--- config.mk ---
export PLATFORM = sky130hd
export DESIGN_NAME = io_register_space_decoder
export DESIGN_NICKNAME = d
export VERILOG_FILES = /design/src/include/io_space_pkg.sv /design/src/include/io_access_if.sv /design/src/hw/io_address_map.sv /design/src/hw/io_bit_unit.sv /design/src/hw/io_register_space_decoder.sv
export SDC_FILE = /design/constraint.sdc
export NUM_CORES = 1
export LEC_CHECK = 0
export BUFFER_PORTS_ARGS = -buffer_cell sky130_fd_sc_hd__buf_2
export CORE_ASPECT_RATIO = 0.5
export CORE_MARGIN = 10
export CORE_UTILIZATION = 30
export CTS_CLUSTER_DIAMETER = 150
export CTS_CLUSTER_SIZE = 40
export DETAILED_ROUTE_END_ITERATION = 6
export PLACE_DENSITY = 0.58
export RECOVER_POWER = 100
export SYNTH_ARGS = -nofsm -noshare
export SYNTH_HDL_FRONTEND = slang
export SYNTH_SLANG_ARGS = --single-unit
--- constraint.sdc ---
create_clock -name clk -period 4.1 [get_ports clk]
set_clock_uncertainty 0.15 [all_clocks]
set_input_delay 0.82 -clock clk [delete_from_list [all_inputs] [get_ports clk]]
set_output_delay 0.82 -clock clk [all_outputs]
set_load 0.05 [all_outputs]
--- src/include/io_space_pkg.sv ---
// Constants, op codes and register layout for the I/O register space
// Operation
// - Single-bit set and clear reach only I/O addresses 0x00 to 0x1F; higher ones are refused.
// - Skip-if-set and skip-if-clear test one bit of a register in the same low range.
// - A flag at 0x15 to 0x17, 0x1B or 0x1C clears when a one is written to it and holds when a zero is written; SPI status flags clear on spi_status_clear.
// - Single-bit set or clear changes only the addressed bit, never other flags alongside.
// - I/O input and output ops use I/O addresses 0x00 to 0x3F only.
// - Data-space load and store see each register at its I/O address plus 0x20.
// - Data addresses 0x60 to 0xFF are reached by load and store only, never by I/O ops.
`default_nettype none
package io_space_pkg;
    typedef enum logic [3:0] {
        op_idle                 = 4'h0,
        io_input_op             = 4'h1,
        io_output_op            = 4'h2,
        single_bit_set_op       = 4'h3,
        single_bit_clear_op     = 4'h4,
        skip_if_io_bit_set_op   = 4'h5,
        skip_if_io_bit_clear_op = 4'h6,
        data_space_load_op      = 4'h7,
        data_space_store_op     = 4'h8,
        direct_load_op          = 4'h9,
        direct_store_op         = 4'hA
    } io_op_t;

    localparam logic [7:0] BIT_LIMIT   = 8'h1F;
    localparam logic [7:0] IO_LIMIT    = 8'h3F;
    localparam logic [7:0] DATA_OFFSET = 8'h20;
    localparam logic [7:0] EXT_LOW     = 8'h60;
    localparam logic [7:0] RESET_VALUE = 8'h00;

    localparam logic [5:0] OFS_PORT_B_PIN     = 6'h03;
    localparam logic [5:0] OFS_PORT_B_DIR     = 6'h04;
    localparam logic [5:0] OFS_PORT_B_OUT     = 6'h05;
    localparam logic [5:0] OFS_PORT_C_PIN     = 6'h06;
    localparam logic [5:0] OFS_PORT_C_DIR     = 6'h07;
    localparam logic [5:0] OFS_PORT_C_OUT     = 6'h08;
    localparam logic [5:0] OFS_PORT_D_PIN     = 6'h09;
    localparam logic [5:0] OFS_PORT_D_DIR     = 6'h0A;
    localparam logic [5:0] OFS_PORT_D_OUT     = 6'h0B;
    localparam logic [5:0] OFS_TIMER0_FLAGS   = 6'h15;
    localparam logic [5:0] OFS_TIMER1_FLAGS   = 6'h16;
    localparam logic [5:0] OFS_TIMER2_FLAGS   = 6'h17;
    localparam logic [5:0] OFS_PIN_CHG_FLAGS  = 6'h1B;
    localparam logic [5:0] OFS_EXT_FLAGS      = 6'h1C;
    localparam logic [5:0] OFS_EXT_ENABLES    = 6'h1D;
    localparam logic [5:0] OFS_SCRATCH0       = 6'h1E;
    localparam logic [5:0] OFS_NV_CONTROL     = 6'h1F;
    localparam logic [5:0] OFS_NV_DATA        = 6'h20;
    localparam logic [5:0] OFS_NV_ADDR_LOW    = 6'h21;
    localparam logic [5:0] OFS_NV_ADDR_HIGH   = 6'h22;
    localparam logic [5:0] OFS_PRESCALER_SYNC = 6'h23;
    localparam logic [5:0] OFS_TIMER0_CTRL_A  = 6'h24;
    localparam logic [5:0] OFS_TIMER0_CTRL_B  = 6'h25;
    localparam logic [5:0] OFS_TIMER0_COUNT   = 6'h26;
    localparam logic [5:0] OFS_TIMER0_MATCH_A = 6'h27;
    localparam logic [5:0] OFS_TIMER0_MATCH_B = 6'h28;
    localparam logic [5:0] OFS_SCRATCH1       = 6'h2A;
    localparam logic [5:0] OFS_SCRATCH2       = 6'h2B;
    localparam logic [5:0] OFS_SPI_CONTROL    = 6'h2C;
    localparam logic [5:0] OFS_SPI_STATE      = 6'h2D;

    localparam logic [7:0] PORT_C_MASK     = 8'h7F;
    localparam logic [7:0] TIMER_FLAG_MASK = 8'h07;
    localparam logic [7:0] TIMER1_FLAG_MASK = 8'h27;
    localparam logic [7:0] EXT_LINE_MASK   = 8'h03;
    localparam logic [7:0] NV_CONTROL_MASK = 8'h3F;
    localparam logic [7:0] PRESCALER_MASK  = 8'h83;
    localparam logic [7:0] CTRL_A_MASK     = 8'hF3;
    localparam logic [7:0] CTRL_B_MASK     = 8'h0F;
    localparam logic [7:0] FORCE_MASK      = 8'hC0;
    localparam logic [7:0] SPI_RW_MASK     = 8'h01;
    localparam logic [7:0] SPI_STATUS_MASK = 8'hC0;
endpackage
`default_nettype wire

--- src/include/io_access_if.sv ---
// Decoded access passed between the decoder's own modules
`timescale 1ns/1ps
`default_nettype none
interface io_access_if;
    import io_space_pkg::*;
    io_op_t     op;
    logic [7:0] addr;
    logic [2:0] bit_sel;
    logic [7:0] wdata;
    logic       hit;
    logic       ext_hit;
    logic [5:0] idx;
    logic       wr;
    logic       bit_op;
    logic       skip_op;
    logic [7:0] wmask;
    logic [7:0] wbits;
    modport map (input op, addr, output hit, ext_hit, idx, wr, bit_op, skip_op);
    modport bits (input op, bit_sel, wdata, bit_op, output wmask, wbits);
    modport top (output op, addr, bit_sel, wdata,
                 input hit, ext_hit, idx, wr, bit_op, skip_op, wmask, wbits);
endinterface
`default_nettype wire

--- src/hw/io_address_map.sv ---
// Address decoder from op and address to register index
`timescale 1ns/1ps
`default_nettype none
module io_address_map
    import io_space_pkg::*;
(
    io_access_if.map acc
);
    wire is_io    = acc.op == io_input_op || acc.op == io_output_op;
    wire is_bit   = acc.op == single_bit_set_op || acc.op == single_bit_clear_op;
    wire is_skip  = acc.op == skip_if_io_bit_set_op || acc.op == skip_if_io_bit_clear_op;
    wire is_store = acc.op == data_space_store_op || acc.op == direct_store_op;
    wire is_data  = is_store || acc.op == data_space_load_op || acc.op == direct_load_op;
    wire io_ok    = acc.addr <= IO_LIMIT;
    wire low_ok   = acc.addr <= BIT_LIMIT;
    wire data_ok  = acc.addr >= DATA_OFFSET && acc.addr < EXT_LOW;
    wire [7:0] data_idx = acc.addr - DATA_OFFSET;

    assign acc.bit_op  = is_bit && low_ok;
    assign acc.skip_op = is_skip && low_ok;
    // Extended range answers only data-space ops
    assign acc.ext_hit = is_data && acc.addr >= EXT_LOW;
    assign acc.hit     = (is_io && io_ok) || acc.bit_op || acc.skip_op
                       || (is_data && data_ok);
    assign acc.idx     = is_data ? data_idx[5:0] : acc.addr[5:0];
    assign acc.wr      = acc.hit && (acc.op == io_output_op || acc.bit_op || is_store);
endmodule // io_address_map
`default_nettype wire

--- src/hw/io_bit_unit.sv ---
// Byte-lane mask and write bits for byte and single-bit writes
`timescale 1ns/1ps
`default_nettype none
module io_bit_unit
    import io_space_pkg::*;
(
    io_access_if.bits acc
);
    wire [7:0] one_hot = 8'h01 << acc.bit_sel;
    // A bit op touches one lane only, so neighbouring flags are safe
    assign acc.wmask = acc.bit_op ? one_hot : 8'hFF;
    assign acc.wbits = !acc.bit_op ? acc.wdata :
                       (acc.op == single_bit_set_op) ? one_hot : 8'h00;
endmodule // io_bit_unit
`default_nettype wire

--- src/hw/io_register_space_decoder.sv ---
// I/O register space with bit access, flag clearing and address mapping
`timescale 1ns/1ps
`default_nettype none
module io_register_space_decoder
    import io_space_pkg::*;
(
    input  wire logic         clk,
    input  wire logic         sys_rst,
    input  wire io_op_t       op,
    input  wire logic [7:0]   addr,
    input  wire logic [2:0]   bit_sel,
    input  wire logic [7:0]   wdata,
    output logic              rsp_valid,
    output logic [7:0]        rdata,
    output logic              skip,
    output logic              refused,
    input  wire logic [7:0]   port_b_pins,
    input  wire logic [6:0]   port_c_pins,
    input  wire logic [7:0]   port_d_pins,
    input  wire logic [2:0]   timer0_events,
    input  wire logic [3:0]   timer1_events,
    input  wire logic [2:0]   timer2_events,
    input  wire logic [2:0]   pin_change_events,
    input  wire logic [1:0]   external_line_events,
    input  wire logic [1:0]   spi_status_events,
    input  wire logic         spi_status_clear,
    output logic [1:0]        timer0_force_pulse,
    output logic [63:0][7:0]  io_image
);
    io_access_if acc ();

    assign acc.op      = op;
    assign acc.addr    = addr;
    assign acc.bit_sel = bit_sel;
    assign acc.wdata   = wdata;

    io_address_map u_map (
        .acc (acc.map)
    );

    io_bit_unit u_bits (
        .acc (acc.bits)
    );

    function automatic logic [7:0] rw_mask(input logic [5:0] i);
        case (i)
            OFS_PORT_B_DIR, OFS_PORT_B_OUT, OFS_PORT_D_DIR, OFS_PORT_D_OUT,
            OFS_SCRATCH0, OFS_NV_DATA, OFS_NV_ADDR_LOW, OFS_NV_ADDR_HIGH,
            OFS_TIMER0_COUNT, OFS_TIMER0_MATCH_A, OFS_TIMER0_MATCH_B,
            OFS_SCRATCH1, OFS_SCRATCH2, OFS_SPI_CONTROL: rw_mask = 8'hFF;
            OFS_PORT_C_DIR, OFS_PORT_C_OUT: rw_mask = PORT_C_MASK;
            OFS_EXT_ENABLES:     rw_mask = EXT_LINE_MASK;
            OFS_NV_CONTROL:      rw_mask = NV_CONTROL_MASK;
            OFS_PRESCALER_SYNC:  rw_mask = PRESCALER_MASK;
            OFS_TIMER0_CTRL_A:   rw_mask = CTRL_A_MASK;
            OFS_TIMER0_CTRL_B:   rw_mask = CTRL_B_MASK;
            OFS_SPI_STATE:       rw_mask = SPI_RW_MASK;
            default:             rw_mask = 8'h00;
        endcase
    endfunction

    function automatic logic [7:0] w1c_mask(input logic [5:0] i);
        case (i)
            OFS_TIMER0_FLAGS, OFS_TIMER2_FLAGS, OFS_PIN_CHG_FLAGS:
                              w1c_mask = TIMER_FLAG_MASK;
            OFS_TIMER1_FLAGS: w1c_mask = TIMER1_FLAG_MASK;
            OFS_EXT_FLAGS:    w1c_mask = EXT_LINE_MASK;
            default:          w1c_mask = 8'h00;
        endcase
    endfunction

    function automatic logic [7:0] stat_mask(input logic [5:0] i);
        stat_mask = (i == OFS_SPI_STATE) ? SPI_STATUS_MASK : 8'h00;
    endfunction

    logic [7:0] regs     [64];
    logic [7:0] next_reg [64];
    logic [7:0] hw_set   [64];
    logic [7:0] read_val;

    always_comb begin
        for (int k = 0; k < 64; k++) begin
            hw_set[k] = 8'h00;
        end
        hw_set[OFS_TIMER0_FLAGS]  = {5'h00, timer0_events};
        hw_set[OFS_TIMER1_FLAGS]  = {2'h0, timer1_events[3], 2'h0, timer1_events[2:0]};
        hw_set[OFS_TIMER2_FLAGS]  = {5'h00, timer2_events};
        hw_set[OFS_PIN_CHG_FLAGS] = {5'h00, pin_change_events};
        hw_set[OFS_EXT_FLAGS]     = {6'h00, external_line_events};
        hw_set[OFS_SPI_STATE]     = {spi_status_events, 6'h00};
    end

    genvar g;
    generate
        for (g = 0; g < 64; g++) begin : g_reg
            localparam logic [5:0] IDX = 6'(g);
            wire [7:0] we       = (acc.wr && acc.idx == IDX) ? acc.wmask : 8'h00;
            wire [7:0] rw_part  = ((regs[g] & ~we) | (acc.wbits & we)) & rw_mask(IDX);
            wire [7:0] fl_mask  = w1c_mask(IDX) | stat_mask(IDX);
            // Write one clears, write zero leaves the flag alone
            wire [7:0] fl_clr   = (we & acc.wbits & w1c_mask(IDX))
                                | ({8{spi_status_clear}} & stat_mask(IDX));
            // An event in the clearing cycle still lands
            wire [7:0] fl_part  = ((regs[g] & ~fl_clr) | hw_set[g]) & fl_mask;
            assign next_reg[g] = rw_part | fl_part;
            assign io_image[g] = regs[g];

            always_ff @(posedge clk) begin
                if (sys_rst) begin
                    regs[g] <= RESET_VALUE;
                end else begin
                    regs[g] <= next_reg[g];
                end
            end
        end
    endgenerate

    // Pin levels are live inputs, not stored
    always_comb begin
        case (acc.idx)
            OFS_PORT_B_PIN: read_val = port_b_pins;
            OFS_PORT_C_PIN: read_val = {1'b0, port_c_pins};
            OFS_PORT_D_PIN: read_val = port_d_pins;
            default: read_val = regs[acc.idx] &
                     (rw_mask(acc.idx) | w1c_mask(acc.idx) | stat_mask(acc.idx));
        endcase
    end

    wire       is_active = op != op_idle;
    wire       is_read   = acc.hit && !acc.wr && !acc.skip_op;
    wire       bit_val   = read_val[bit_sel];
    wire       next_skip = acc.skip_op &&
                           ((op == skip_if_io_bit_set_op) ? bit_val : !bit_val);
    wire [7:0] force_hit = (acc.wr && acc.idx == OFS_TIMER0_CTRL_B)
                           ? (acc.wmask & acc.wbits & FORCE_MASK) : 8'h00;

    always_ff @(posedge clk) begin
        if (sys_rst) begin
            rsp_valid          <= 1'b0;
            rdata              <= 8'h00;
            skip               <= 1'b0;
            refused            <= 1'b0;
            timer0_force_pulse <= 2'b00;
        end else begin
            rsp_valid          <= is_active;
            rdata              <= is_read ? read_val : 8'h00;
            skip               <= next_skip;
            refused            <= is_active && !acc.hit && !acc.ext_hit;
            timer0_force_pulse <= force_hit[7:6];
        end
    end

    logic [7:0] past_val;
    logic [5:0] past_idx;
    logic [7:0] past_mask;
    logic [7:0] past_set;
    always_ff @(posedge clk) begin
        past_idx  <= acc.idx;
        past_val  <= regs[acc.idx];
        past_mask <= acc.wmask;
        past_set  <= hw_set[acc.idx];
    end
endmodule // io_register_space_decoder
`default_nettype wire

==> flow_summary.json <==
{
  "run_status": "finished, violations left",
  "failed_checks": "capacitance limit, slew limit",
  "cts_buffer_depth": 2,
  "syn_area_um2": 11510,
  "report.final.hold_viol_count": 0,
  "setup_slack_ns": 0.3904,
  "ys_seq_area_frac": 0.3096,
  "async_reset_ff_frac": 0,
  "irDropWorstVdd_mv": 0.2775,
  "postSynthAreaPerCell_um2": 8.462,
  "io_buffers": 243,
  "grt_usage": 0.1893,
  "leakage_nw": 5.550,
  "criticalPathCategory": "input port to flop",
  "path_clk_slew_ns": 0.08,
  "clock_latency_ns": 0.45,
  "cts_made_buffers": 17,
  "arrival_ns": 3.88,
  "hpwl_um": 39090,
  "wl_per_cell_um": 22.52,
  "die_h_um": 158.5,
  "tightest_slew_ns": 1.898,
  "cts_tree": "built",
  "rr_endpoint": "skip",
  "ys.flop_type": "dfxtp_1",
  "start_kind": "input port",
  "synth_edf_count": 0,
  "synth_top_family_by_area": "buffers and inverters",
  "reg2regPathDepth": 9,
  "gp_congestion": 0.9863,
  "crit_family": "compound AO/OA/AOI/OAI gates",
  "clock-root-buffer": "clkbuf_16",
  "slowest_stage": "a221o_1",
  "via_count": 10220,
  "maxCapViolations": 2,
  "min_period_over_period": 0.9048,
  "worstPathMaxFanout": 13,
  "finalMaxSlewViolations": 173,
  "drt-total-wl_um": 48740,
  "yosysWarnings": 0,
  "detail_route.iter0.violations": 1023,
  "path_buf_inv": 5,
  "avgViaCountPerCell": 4.724,
  "rsz0062_at_grt": "false",
  "antenna_found_initial": 3,
  "synth_compound_area_frac": 0.1850,
  "clock-sinks": 178,
  "drc_errors": 0,
  "synth_xor_area_frac": 0.003044,
  "hp-class": "flop to flop",
  "max_freq_ghz": 0.2696,
  "endpoint": "skip",
  "cts_resized": 0,
  "grt_pass1_vias": 9899,
  "grt_pass1_wl_um": 67980,
  "cp.required_ns": 4.27,
  "slew_headroom": -0.2657,
  "crit_path_start": "addr[0]",
  "synth.distinct_cells": 70,
  "die-area_um2": 47070,
  "core.rowCount": 50,
  "synthMuxAreaShare": 0.1098,
  "synthCells": 1360,
  "area_growth_pct": 11.39,
  "crit_chain": "clkbuf_2 > buf_12 > clkinv_1 > a221o_1 > o21ai_0 > buf_4 > o22ai_1 > o21ai_0 > o311ai_1 > a221o_1 > buf_4 > a211o_1 > a2111oi_2",
  "place_ws_ns": 0.06961,
  "htree_levels": 4,
  "slowest_delay_ns": 0.40,
  "power.density_nw_per_um2": 367.6,
  "cts_hold_buf": 0,
  "fin_nets": 1695,
  "synthAdderAreaFrac": 0,
  "setup_viol": 0,
  "drive_gt1_frac": 0.1382,
  "post-cts-setup-buffer-count": 0,
  "die_x_um": 297.0,
  "setup_tns_ns": 0,
  "grt_start_max_net_pins": 91,
  "initial_core_util": 0.3061,
  "ios": 591,
  "drt-pass1-iter-count": 7,
  "grt_overflow": 0,
  "min_period_ns": 3.710,
  "cp-end-kind": "flop",
  "r2r_slack_ns": 0.86,
  "ant_nets": 0,
  "path_depth": 13,
  "core_area_um2": 37600,
  "synth-simple-area-share": 0.1243,
  "ys_ff_latch": 178
}
[synth_stat cells, types with 8 or more instances]
cell	n	share of area
a211oi_1	40	0.026
a21oi_1	80	0.035
a221oi_1	8	0.0061
a22o_1	10	0.0076
a22oi_1	22	0.014
a311oi_1	43	0.033
a32oi_1	10	0.0076
buf_2	22	0.0096
buf_4	350	0.23
clkbuf_1	60	0.020
dfxtp_1	178	0.31
inv_1	19	0.0062
mux2_2	18	0.018
mux2i_1	91	0.079
nand2_1	53	0.017
nand3_1	41	0.018
nor2_1	142	0.046
nor3_1	12	0.0052
o21ai_0	26	0.011
[area by class of cell]
cell class	instances	area (um2)
diodes	2	5.005
clock buffers	18	439.2
clock inverters	14	190.2
fillers	4090	24780
inverters	22	82.58
multi-input cells	1068	6145
flip-flops and latches	178	3563
well taps	520	650.6
repair buffers	342	1744
[worst min-delay path by stage]
stage                     startpoint    to  slack [ns]  depth (start not counted)
final                           flop  flop        0.33                          2
after global routing            flop  flop        0.34                          2
after CTS                       flop  flop        0.33                          2
after detailed placement        flop  flop        0.32                          2
after global placement          flop  flop        0.31                          2
after floorplan                 flop  flop        0.53                          2
[metal layers]
metal / global-route usage / wire (um) / vias up
li1: - / - / 4693
met1: 0.2137 / 18200 / 4984
met2: 0.3488 / 25710 / 465
met3: 0.04134 / 3339 / 79
met4: 0.07086 / 1474 / 2
met5: 0 / 13 / -
[power breakdown]
| part | switching [mW] | internal (mW) | total (mW) |
|---|---|---|---|
| logic | 1.05 | 0.155 | 1.20 |
| registers | 0.0156 | 1.74 | 1.76 |
| clock network | 0.850 | 0.903 | 1.75 |
[cells in the final DEF, fill, tap and decap left out, types with 43 or more instances in the layout]
cell type,synthesis,layout
nor2_1,142,142
buf_4,350,83
a311oi_1,43,43
nand2_1,53,53
a21oi_1,80,80
clkbuf_1,60,188
mux2i_1,91,91
buf_2,22,62
conb_1,1,347
dfxtp_1,178,178
[cells by family (layout without fill, tap and decap cells)]
group | count (synthesis) | in the layout
mux | 116 | 116
buf+inv | 460 | 396
flops | 178 | 178
other cells | 1 | 349
compound gates | 296 | 296
simple gates | 305 | 305
xor+xnor | 4 | 4
[worst register-to-register path, stage by stage (launching register included)]
cell and delay, ns:
dfxtp_1 0.35, mux4_2 0.50, mux2_2 0.28, o221ai_1 0.37, o221a_2 0.31, o32ai_1 0.08, a221o_1 0.33, buf_4 0.14
a211o_1 0.26, a2111oi_2 0.34
[through the flow]
stage               utilization  power [mW]  cells  area [um2]  hold WS [ns]
floorplan                     -       3.014   1706       12810        0.5271
global placement         0.3328       2.979   2130       12510        0.3081
detailed placement       0.3328       2.977   2130       12510        0.3188
CTS                      0.3496       4.698   2162       13140        0.3309
global route             0.3409       4.840   2163       12820        0.3449
finish                   0.3410       4.712   2164       12820        0.3310
Power figures use the tool's default switching activity.
